`config.mk`:
```
export PLATFORM = sky130hd
export DESIGN_NAME = dtc_ctrl
export DESIGN_NICKNAME = d
export VERILOG_FILES = /design/src/dtc_pkg.sv /design/src/dtc_ctrl.sv
export SDC_FILE = /design/constraint.sdc
export NUM_CORES = 1
export LEC_CHECK = 0
export BUFFER_PORTS_ARGS = -buffer_cell sky130_fd_sc_hd__clkbuf_2
export CAP_MARGIN = 15
export CORE_MARGIN = 2
export CORE_UTILIZATION = 35
export DETAILED_ROUTE_END_ITERATION = 12
export SYNTH_ARGS = -nofsm -noshare
export SYNTH_HDL_FRONTEND = slang
export SYNTH_SLANG_ARGS = --single-unit
```
`constraint.sdc`:
```
create_clock -name clk -period 5 [get_ports clk]
set_input_delay 0 -clock clk [delete_from_list [all_inputs] [get_ports clk]]
set_output_delay 0 -clock clk [all_outputs]
set_load 0.02 [all_outputs]
```
`src/dtc_pkg.sv`:
```
// Purpose: Constants shared by the dual timer control-register block
// Assumes: 8-bit register bus, byte addresses as printed
// Notes:   Field positions, codes and reset values live here only
package dtc_pkg;

  // ----------------------------------------------------------------
  // Register map
  // ----------------------------------------------------------------
  localparam logic [7:0] DTC_LOWER_CTRL_ADDR  = 8'h1A;
  localparam logic [7:0] DTC_UPPER_CTRL_ADDR  = 8'h1B;
  localparam logic [7:0] DTC_LOWER_PER_ADDR   = 8'h1C;
  localparam logic [7:0] DTC_UPPER_PER_ADDR   = 8'h1D;
  localparam logic [7:0] DTC_LOWER_WID_ADDR   = 8'h1E;
  localparam logic [7:0] DTC_UPPER_WID_ADDR   = 8'h1F;
  localparam logic [7:0] DTC_STATUS_ADDR      = 8'h20;
  localparam logic [7:0] DTC_CFG_ADDR         = 8'h21;

  // ----------------------------------------------------------------
  // Control register fields
  // ----------------------------------------------------------------
  localparam int DTC_FF_BIT    = 7;
  localparam int DTC_CK_MSB    = 6;
  localparam int DTC_CK_LSB    = 4;
  localparam int DTC_RUN_BIT   = 3;
  localparam int DTC_MODE_MSB  = 2;
  localparam int DTC_MODE_LSB  = 0;
  localparam logic [7:0] DTC_CTRL_RESET = 8'h00;
  localparam logic [7:0] DTC_DATA_RESET = 8'h00;

  // Configuration register: bit 0 divider source, bit 1 slow operation
  localparam int DTC_CFG_DIV_BIT  = 0;
  localparam int DTC_CFG_SLOW_BIT = 1;

  // ----------------------------------------------------------------
  // Clock select codes
  // ----------------------------------------------------------------
  localparam logic [2:0] DTC_CK_DIV11 = 3'h0;
  localparam logic [2:0] DTC_CK_DIV7  = 3'h1;
  localparam logic [2:0] DTC_CK_DIV5  = 3'h2;
  localparam logic [2:0] DTC_CK_DIV3  = 3'h3;
  localparam logic [2:0] DTC_CK_LOW   = 3'h4;
  localparam logic [2:0] DTC_CK_DIV1  = 3'h5;
  localparam logic [2:0] DTC_CK_HIGH  = 3'h6;
  localparam logic [2:0] DTC_CK_PIN   = 3'h7;

  // ----------------------------------------------------------------
  // Mode codes
  // ----------------------------------------------------------------
  typedef enum logic [2:0] {
    DTC_M_TIMER8  = 3'h0,
    DTC_M_DIVOUT8 = 3'h1,
    DTC_M_PWM8    = 3'h2,
    DTC_M_RSVD    = 3'h3,
    DTC_M_TIMER16 = 3'h4,
    DTC_M_WARMUP  = 3'h5,
    DTC_M_PWM16   = 3'h6,
    DTC_M_PULSE16 = 3'h7
  } dtc_mode_t;

  localparam int DTC_PRESCALE_W = 11;

endpackage : dtc_pkg
```
`src/dtc_ctrl.sv`:
```
// Purpose: Control registers and clock/run steering for two 8-bit timers
// Assumes: Slow clock and pin inputs are asynchronous levels
// Notes:   Counting datapath is outside; this block drives its controls
//
// Overview of operation
// - Each unit has a control, a period and a width register.
// - Control: preset bit7, clock select 6:4, start bit3, mode 2:0.
// - Normal clock codes pick prescaled high clock, low clock or pin.
// - In slow operation only codes 000, 100, 110 (warm-up only) and 111 give ticks.
// - Mode codes pick 8-bit, 16-bit, warm-up, PWM or pulse modes.
// - 16-bit uses lower clock select, upper start and preset bits.
// - A write starting the timer accepts new mode, clock, preset.
// - Upper stage in 16-bit mode counts on lower overflow.
`timescale 1ns/1ps
module dtc_ctrl
  import dtc_pkg::*;
(
  // Clock and reset
  input  wire logic       clk,
  input  wire logic       rst,
  // Register port
  input  wire logic [7:0] addr,
  input  wire logic [7:0] wdata,
  input  wire logic       wr,
  input  wire logic       rd,
  output logic      [7:0] rdata,
  // Asynchronous sources
  input  wire logic       low_freq_clock,
  input  wire logic       lower_pin,
  input  wire logic       upper_pin,
  // Counter datapath side
  input  wire logic       lower_overflow,
  output logic            lower_tick,
  output logic            upper_tick,
  output logic            lower_run,
  output logic            upper_run,
  output logic            lower_ff_preset,
  output logic            upper_ff_preset,
  output logic      [2:0] lower_mode,
  output logic      [2:0] upper_mode,
  output logic            cascade
);

  // ----------------------------------------------------------------
  // Storage
  // ----------------------------------------------------------------
  logic [7:0] ctrl [2];              // 0 lower, 1 upper
  logic [7:0] period [2];
  logic [7:0] width [2];
  logic [1:0] cfg;
  logic [DTC_PRESCALE_W-1:0] prescale;
  logic [2:0] low_div;
  logic [1:0] lf_sync, lp_sync, up_sync;
  logic       lf_prev, lp_prev, up_prev;
  logic       lf_edge, lp_edge, up_edge;
  logic       lower_cfg_run;
  logic       cascade_sel;
  logic [7:0] next_rdata;
  logic [1:0] src_tick;

  // Register writes; control fields freeze while running unless the write clears start
  always_ff @(posedge clk or posedge rst) begin
    if (rst) begin
      for (int i = 0; i < 2; i++) begin
        ctrl[i]   <= DTC_CTRL_RESET;
        period[i] <= DTC_DATA_RESET;
        width[i]  <= DTC_DATA_RESET;
      end
      cfg <= 2'h0;
    end else if (wr) begin
      for (int i = 0; i < 2; i++) begin
        if (addr == DTC_LOWER_CTRL_ADDR + 8'(i)) begin
          if (!ctrl[i][DTC_RUN_BIT] || !wdata[DTC_RUN_BIT])
            ctrl[i] <= wdata;
          else
            ctrl[i][DTC_RUN_BIT] <= 1'b1;
        end
        if (addr == DTC_LOWER_PER_ADDR + 8'(i))
          period[i] <= wdata;
        if (addr == DTC_LOWER_WID_ADDR + 8'(i))
          width[i] <= wdata;
      end
      if (addr == DTC_CFG_ADDR)
        cfg <= wdata[1:0];
    end
  end

  // Free running prescaler; edges of bit k give high_freq/2^(k+1)
  always_ff @(posedge clk or posedge rst) begin
    if (rst) prescale <= '0;
    else     prescale <= prescale + 1'b1;
  end

  // Two-stage synchronisers for the outside levels
  always_ff @(posedge clk or posedge rst) begin
    if (rst) begin
      lf_sync <= 2'b00;
      lp_sync <= 2'b00;
      up_sync <= 2'b00;
      lf_prev <= 1'b0;
      lp_prev <= 1'b0;
      up_prev <= 1'b0;
    end else begin
      lf_sync <= {lf_sync[0], low_freq_clock};
      lp_sync <= {lp_sync[0], lower_pin};
      up_sync <= {up_sync[0], upper_pin};
      lf_prev <= lf_sync[1];
      lp_prev <= lp_sync[1];
      up_prev <= up_sync[1];
    end
  end

  assign lf_edge = lf_sync[1] & ~lf_prev;
  assign lp_edge = lp_sync[1] & ~lp_prev;
  assign up_edge = up_sync[1] & ~up_prev;

  // Low clock divided by 8 for code 000 with the divider source or slow operation set
  always_ff @(posedge clk or posedge rst) begin
    if (rst)          low_div <= 3'h0;
    else if (lf_edge) low_div <= low_div + 1'b1;
  end

  // Per-unit source tick; slow operation drops high-clock taps
  for (genvar u = 0; u < 2; u++) begin : g_src
    logic [2:0] ck;
    logic       pin_edge;
    assign ck = ctrl[u][DTC_CK_MSB:DTC_CK_LSB];
    assign pin_edge = (u == 0) ? lp_edge : up_edge;
    always_comb begin
      src_tick[u] = 1'b0;
      case (ck)
        DTC_CK_DIV11: src_tick[u] = (cfg[DTC_CFG_DIV_BIT] ||
                                     cfg[DTC_CFG_SLOW_BIT]) ?
                                    (lf_edge && low_div == 3'h7) :
                                    (prescale[10:0] == 11'h7FF);
        DTC_CK_DIV7:  src_tick[u] = !cfg[DTC_CFG_SLOW_BIT] &&
                                    prescale[6:0] == 7'h7F;
        DTC_CK_DIV5:  src_tick[u] = !cfg[DTC_CFG_SLOW_BIT] &&
                                    prescale[4:0] == 5'h1F;
        DTC_CK_DIV3:  src_tick[u] = !cfg[DTC_CFG_SLOW_BIT] &&
                                    prescale[2:0] == 3'h7;
        DTC_CK_LOW:   src_tick[u] = lf_edge;
        DTC_CK_DIV1:  src_tick[u] = !cfg[DTC_CFG_SLOW_BIT] &&
                                    prescale[0];
        // High clock survives slow operation only for warm-up counting
        DTC_CK_HIGH:  src_tick[u] = !cfg[DTC_CFG_SLOW_BIT] ||
                                    ctrl[1][DTC_MODE_MSB:DTC_MODE_LSB]
                                      == DTC_M_WARMUP;
        DTC_CK_PIN:   src_tick[u] = pin_edge;
        default:      src_tick[u] = 1'b0;
      endcase
    end
  end

  // Cascade follows the upper mode's top bit; taken from the register,
  // not the registered output, so run and cascade switch in one cycle
  assign cascade_sel   = ctrl[1][DTC_MODE_MSB];
  assign lower_cfg_run = cascade_sel ? ctrl[1][DTC_RUN_BIT]
                                     : ctrl[0][DTC_RUN_BIT];

  // Registered control outputs to the counting datapath
  always_ff @(posedge clk or posedge rst) begin
    if (rst) begin
      cascade         <= 1'b0;
      lower_tick      <= 1'b0;
      upper_tick      <= 1'b0;
      lower_run       <= 1'b0;
      upper_run       <= 1'b0;
      lower_ff_preset <= 1'b0;
      upper_ff_preset <= 1'b0;
      lower_mode      <= 3'h0;
      upper_mode      <= 3'h0;
    end else begin
      cascade    <= cascade_sel;
      lower_mode <= ctrl[0][DTC_MODE_MSB:DTC_MODE_LSB];
      upper_mode <= ctrl[1][DTC_MODE_MSB:DTC_MODE_LSB];
      lower_run  <= lower_cfg_run;
      lower_tick <= lower_cfg_run && src_tick[0];
      // Reserved upper mode never runs, so nothing counts or fires
      upper_run  <= ctrl[1][DTC_RUN_BIT] &&
                    ctrl[1][DTC_MODE_MSB:DTC_MODE_LSB] != DTC_M_RSVD;
      upper_tick <= ctrl[1][DTC_RUN_BIT] &&
                    ctrl[1][DTC_MODE_MSB:DTC_MODE_LSB] != DTC_M_RSVD &&
                    (ctrl[1][DTC_MODE_MSB] ? lower_overflow
                                           : src_tick[1]);
      lower_ff_preset <= cascade_sel ? ctrl[1][DTC_FF_BIT]
                                     : ctrl[0][DTC_FF_BIT];
      upper_ff_preset <= ctrl[1][DTC_FF_BIT];
    end
  end

  // Read mux; unmapped addresses read zero
  always_comb begin
    next_rdata = 8'h00;
    case (addr)
      DTC_LOWER_CTRL_ADDR: next_rdata = ctrl[0];
      DTC_UPPER_CTRL_ADDR: next_rdata = ctrl[1];
      DTC_LOWER_PER_ADDR:  next_rdata = period[0];
      DTC_UPPER_PER_ADDR:  next_rdata = period[1];
      DTC_LOWER_WID_ADDR:  next_rdata = width[0];
      DTC_UPPER_WID_ADDR:  next_rdata = width[1];
      DTC_STATUS_ADDR:     next_rdata = {5'h00, cascade, upper_run, lower_run};
      DTC_CFG_ADDR:        next_rdata = {6'h00, cfg};
      default:             next_rdata = 8'h00;
    endcase
  end

  // Read data stands only in the cycle after the strobe
  always_ff @(posedge clk or posedge rst) begin
    if (rst)     rdata <= 8'h00;
    else if (rd) rdata <= next_rdata;
    else         rdata <= 8'h00;
  end

  // ----------------------------------------------------------------
  // Checks
  // ----------------------------------------------------------------
  run_clear_a: assert property (@(posedge clk) disable iff (rst)
    wr && addr == DTC_UPPER_CTRL_ADDR && !wdata[DTC_RUN_BIT]
    |=> ##1 !upper_run) else $error("upper run not cleared");
  frozen_a: assert property (@(posedge clk) disable iff (rst)
    ctrl[0][DTC_RUN_BIT] && $past(ctrl[0][DTC_RUN_BIT])
    |-> $stable(ctrl[0][DTC_MODE_MSB:DTC_MODE_LSB]))
    else $error("lower mode changed while running");
  reserved_idle_a: assert property (@(posedge clk) disable iff (rst)
    ctrl[1][DTC_MODE_MSB:DTC_MODE_LSB] == DTC_M_RSVD
    |=> !upper_tick && !upper_run) else $error("reserved upper active");
  cascade_clk_a: assert property (@(posedge clk) disable iff (rst)
    ctrl[1][DTC_MODE_MSB] && ctrl[1][DTC_RUN_BIT] && lower_overflow
    |=> upper_tick) else $error("overflow not passed up");
  slow_taps_a: assert property (@(posedge clk) disable iff (rst)
    cfg[DTC_CFG_SLOW_BIT] && ctrl[0][DTC_CK_MSB:DTC_CK_LSB] == DTC_CK_DIV3
    |=> !lower_tick) else $error("fast tap in slow operation");
  cascade_run_a: assert property (@(posedge clk) disable iff (rst)
    cascade |-> lower_run == $past(ctrl[1][DTC_RUN_BIT]))
    else $error("cascade run not from upper");
  reset_val_a: assert property (@(posedge clk)
    $fell(rst) |-> ctrl[0] == 8'h00 && ctrl[1] == 8'h00)
    else $error("control not zero after reset");
  read_back_a: assert property (@(posedge clk) disable iff (rst)
    rd && addr == DTC_LOWER_PER_ADDR && !wr |=> rdata == $past(period[0]))
    else $error("period read back wrong");

endmodule : dtc_ctrl

```
==> flow_metrics.env <==
export IMPL_num_antenna_cells=0
export IMPL_via_per_inst=5.14
export IMPL_instances_no_fill=508
export IMPL_min_period_ns=2.00
export IMPL_coreArea_mm2=0.0114
export IMPL_grt_pass1_wl_um=14100
export IMPL_status="complete, no violations"
export IMPL_postCtsSetupBuffers=0
export IMPL_dp_slack_ns=2.86
export IMPL_timing_final_ws_setup_ns=3.00
export IMPL_setup_worst_path_start_class="flop"
export IMPL_port_buffers=44
export IMPL_yosys_most_used_dff="dfrtp_1"
export IMPL_vias=2609
export IMPL_fp_dieH_um=112
export IMPL_pwr_share_seq_pct=49.6
export IMPL_final_common_cell="dfrtp_1"
export IMPL_row_count=39
export IMPL_yosysTopAreaCellShare_pct=57.3
export IMPL_path_clk_slew_ns=0.06
export IMPL_p_switching_w=0.000365
export IMPL_hold_path_class="input pin to flop"
export IMPL_internal_power_w=0.00129
export IMPL_synth_area_leaders="dfrtp_1 (57%), mux2_2 (18%), ha_1 (1.5%)"
export IMPL_ys_warnings_count=0
export IMPL_die_w_um=112
export IMPL_dr_pass1_iters=4
export IMPL_synth_cell_types=50
export IMPL_syn_nets=338
export IMPL_cts_sinks=93
export IMPL_start_util_pct=35.7
export IMPL_p_clk_share_pct=42.1
export IMPL_drt_wl_total_um=8450
export IMPL_switching_share_pct=22.1
export IMPL_end_kind="flop"
export IMPL_peakVddDrop_uv=165
export IMPL_cts_tree="built"
export IMPL_drv_cap=0
export IMPL_grt_max_degree=56
export IMPL_fp_dieArea_mm2=0.0125
export IMPL_syn_inst=309
export IMPL_routedWlPerCell_um=16.6
export IMPL_drt_iter0_drc=183
export IMPL_area_growth_syn_to_layout_pct=18.6
export IMPL_worstPathArrival_ns=2.23
export IMPL_fin_crit_sh_pct=39.9
export IMPL_tns_ns=0
export IMPL_worstPathMaxFanout=6
export IMPL_dpl_cell_count=482
export IMPL_grt_use_total_pct=14.5
export IMPL_yosysSeqAreaShare_pct=57.3
export IMPL_finalPower_w=0.00165
export IMPL_clockRootBuffer="clkbuf_16"
export IMPL_clock_latency_ns=0.34
export IMPL_ant_nets=0
export IMPL_critical_path_required_ns=5.23
export IMPL_layout_nets=389
export IMPL_p_leak_nw=2.29
export IMPL_finalHoldViolCount=0
export IMPL_place_congestion=0.810
export IMPL_path_class="flop to flop"
export IMPL_timing_max_slew_rel_slack_pct=54.5
export IMPL_pwr_share_comb_pct=8.3
export IMPL_ios=45
export IMPL_synth_seq_cells=93
export IMPL_dp_hpwl_um=5830
export IMPL_grt_pass1_vias=2644
export IMPL_syn_avg_cell_area_um2=13.1
export IMPL_holdWs_ns=0.00355
export IMPL_synth_top_cell_by_area="dfrtp_1"
export IMPL_rsz0062_at_grt="false"
export IMPL_ctsResizeCount=0
export IMPL_grt_antenna_before_repair=0
export IMPL_layout_common_cells="dfrtp_1 (93), mux2_2 (65), clkbuf_2 (44), nand2_1 (15), nor2_1 (11)"
export IMPL_synth_cell_area_mm2=0.00406
export IMPL_drv_slew=0
export IMPL_tightest_slew_ns=0.681
export IMPL_async_reset_ff_share_pct=100
export IMPL_finalSetupViolCount=0
export IMPL_skew_ns=0.00713
export IMPL_drc=0
export IMPL_numCtsBuffers=9
export IMPL_clockBufferDepth=2
export IMPL_overflow=0
export IMPL_max_freq_mhz=501
export IMPL_synth_edf_count=0
export IMPL_cts_htree_levels=3
export IMPL_drive_gt1_share_pct=36.7
export IMPL_powerDensity_mw_per_mm2=343
-- what timing repair did --
| item | CTS | global route |
|---|---|---|
| hold buffers | 10 | 0 |
| hold endpoints to repair | 66 | 0 |
| setup endpoints to repair | 0 | 0 |
-- metal layers --
metal | vias up | part of all wire [%] | global-route usage (%)
met5 | - | 0 | 0
met1 | 1310 | 48 | 20.2
met3 | 16 | 3.6 | 3.59
li1 | 1238 | - | -
met2 | 45 | 46 | 21.9
met4 | 0 | 2.1 | 5.93
-- cells by family (layout without fill, tap and decap cells) --
kind of cell | Yosys count | in the layout | share of synthesized area (%)
adder cells (fa/ha/maj) | 5 | 5 | 1.54
XOR/XNOR | 8 | 8 | 1.73
multiplexers | 70 | 70 | 19.9
AO/OA/AOI/OAI | 32 | 32 | 5.92
flip-flops | 93 | 93 | 57.3
buffers and inverters | 21 | 77 | 2.16
AND/OR/NAND/NOR | 80 | 80 | 11.5
-- synth_stat cells, drive strengths merged, types with 6 or more instances --
cell type,instances
clkbuf,8
xnor2,6
buf,7
nand3,7
dfrtp,93
a221oi,7
nor2,11
inv,6
mux2,65
nand2,15
nor3,6
-- final timing paths --
| path | to | slack, ns | from | cells after the start |
|---|---|---|---|---|
| min in group asynchronous | lf_sync[0] | 0.26 | rst | 3 |
| max in group asynchronous | rdata[5] | 3.63 | rst | 4 |
| min reg2reg | up_sync[1] | 0.35 | up_sync[0] | 0 |
| max reg2reg | upper_tick | 3.00 | prescale[0] | 5 |
| max | upper_tick | 3.00 | prescale[0] | 5 |
| min | period[13] | 0.004 | wdata[5] | 2 |
-- flip-flops by register name, summed over array words and instances, names as in the netlist, 2 cells and up --
name	cells
cfg	2
ctrl	15
lf_sync	2
low_div	3
lower_mode	3
lp_sync	2
period	16
prescale	11
rdata	8
up_sync	2
upper_mode	2
width	16
-- worst max-delay path, stage by stage, from the launching register on --
cell and delay (ns):
dfrtp_1 0.44, ha_1 0.23, nand4_1 0.20, or4_1 0.43, a311o_1 0.33, a211oi_1 0.25
-- power by group through the flow --
stage | Sequential (W) | Clock [W] | Combinational, W
after floorplan | 0.000828 | 0 | 0.0000906
after global placement | 0.000833 | 0 | 0.000128
after detailed placement | 0.000834 | 0 | 0.000133
after CTS | 0.000820 | 0.000713 | 0.000139
after global routing | 0.000825 | 0.000746 | 0.000154
final | 0.000820 | 0.000695 | 0.000137
-- metrics by stage --
stage / cell area [µm²] / util, %
after floorplan: 4060 / -
after global placement: 4400 / 38.7
after detailed placement: 4400 / 38.7
after CTS: 4820 / 42.4
after global routing: 4820 / 42.4
final: 4820 / 42.4
-- cell type report --
type / instances / area [µm²]
multi-input cells: 195 / 1650
clock buffers: 13 / 270
flip-flops and latches: 93 / 2330
fillers: 1075 / 6550
inverters: 6 / 23.8
well taps: 143 / 179
clock inverters: 3 / 42.5
repair buffers: 55 / 328
Power figures use the tool's default switching activity.
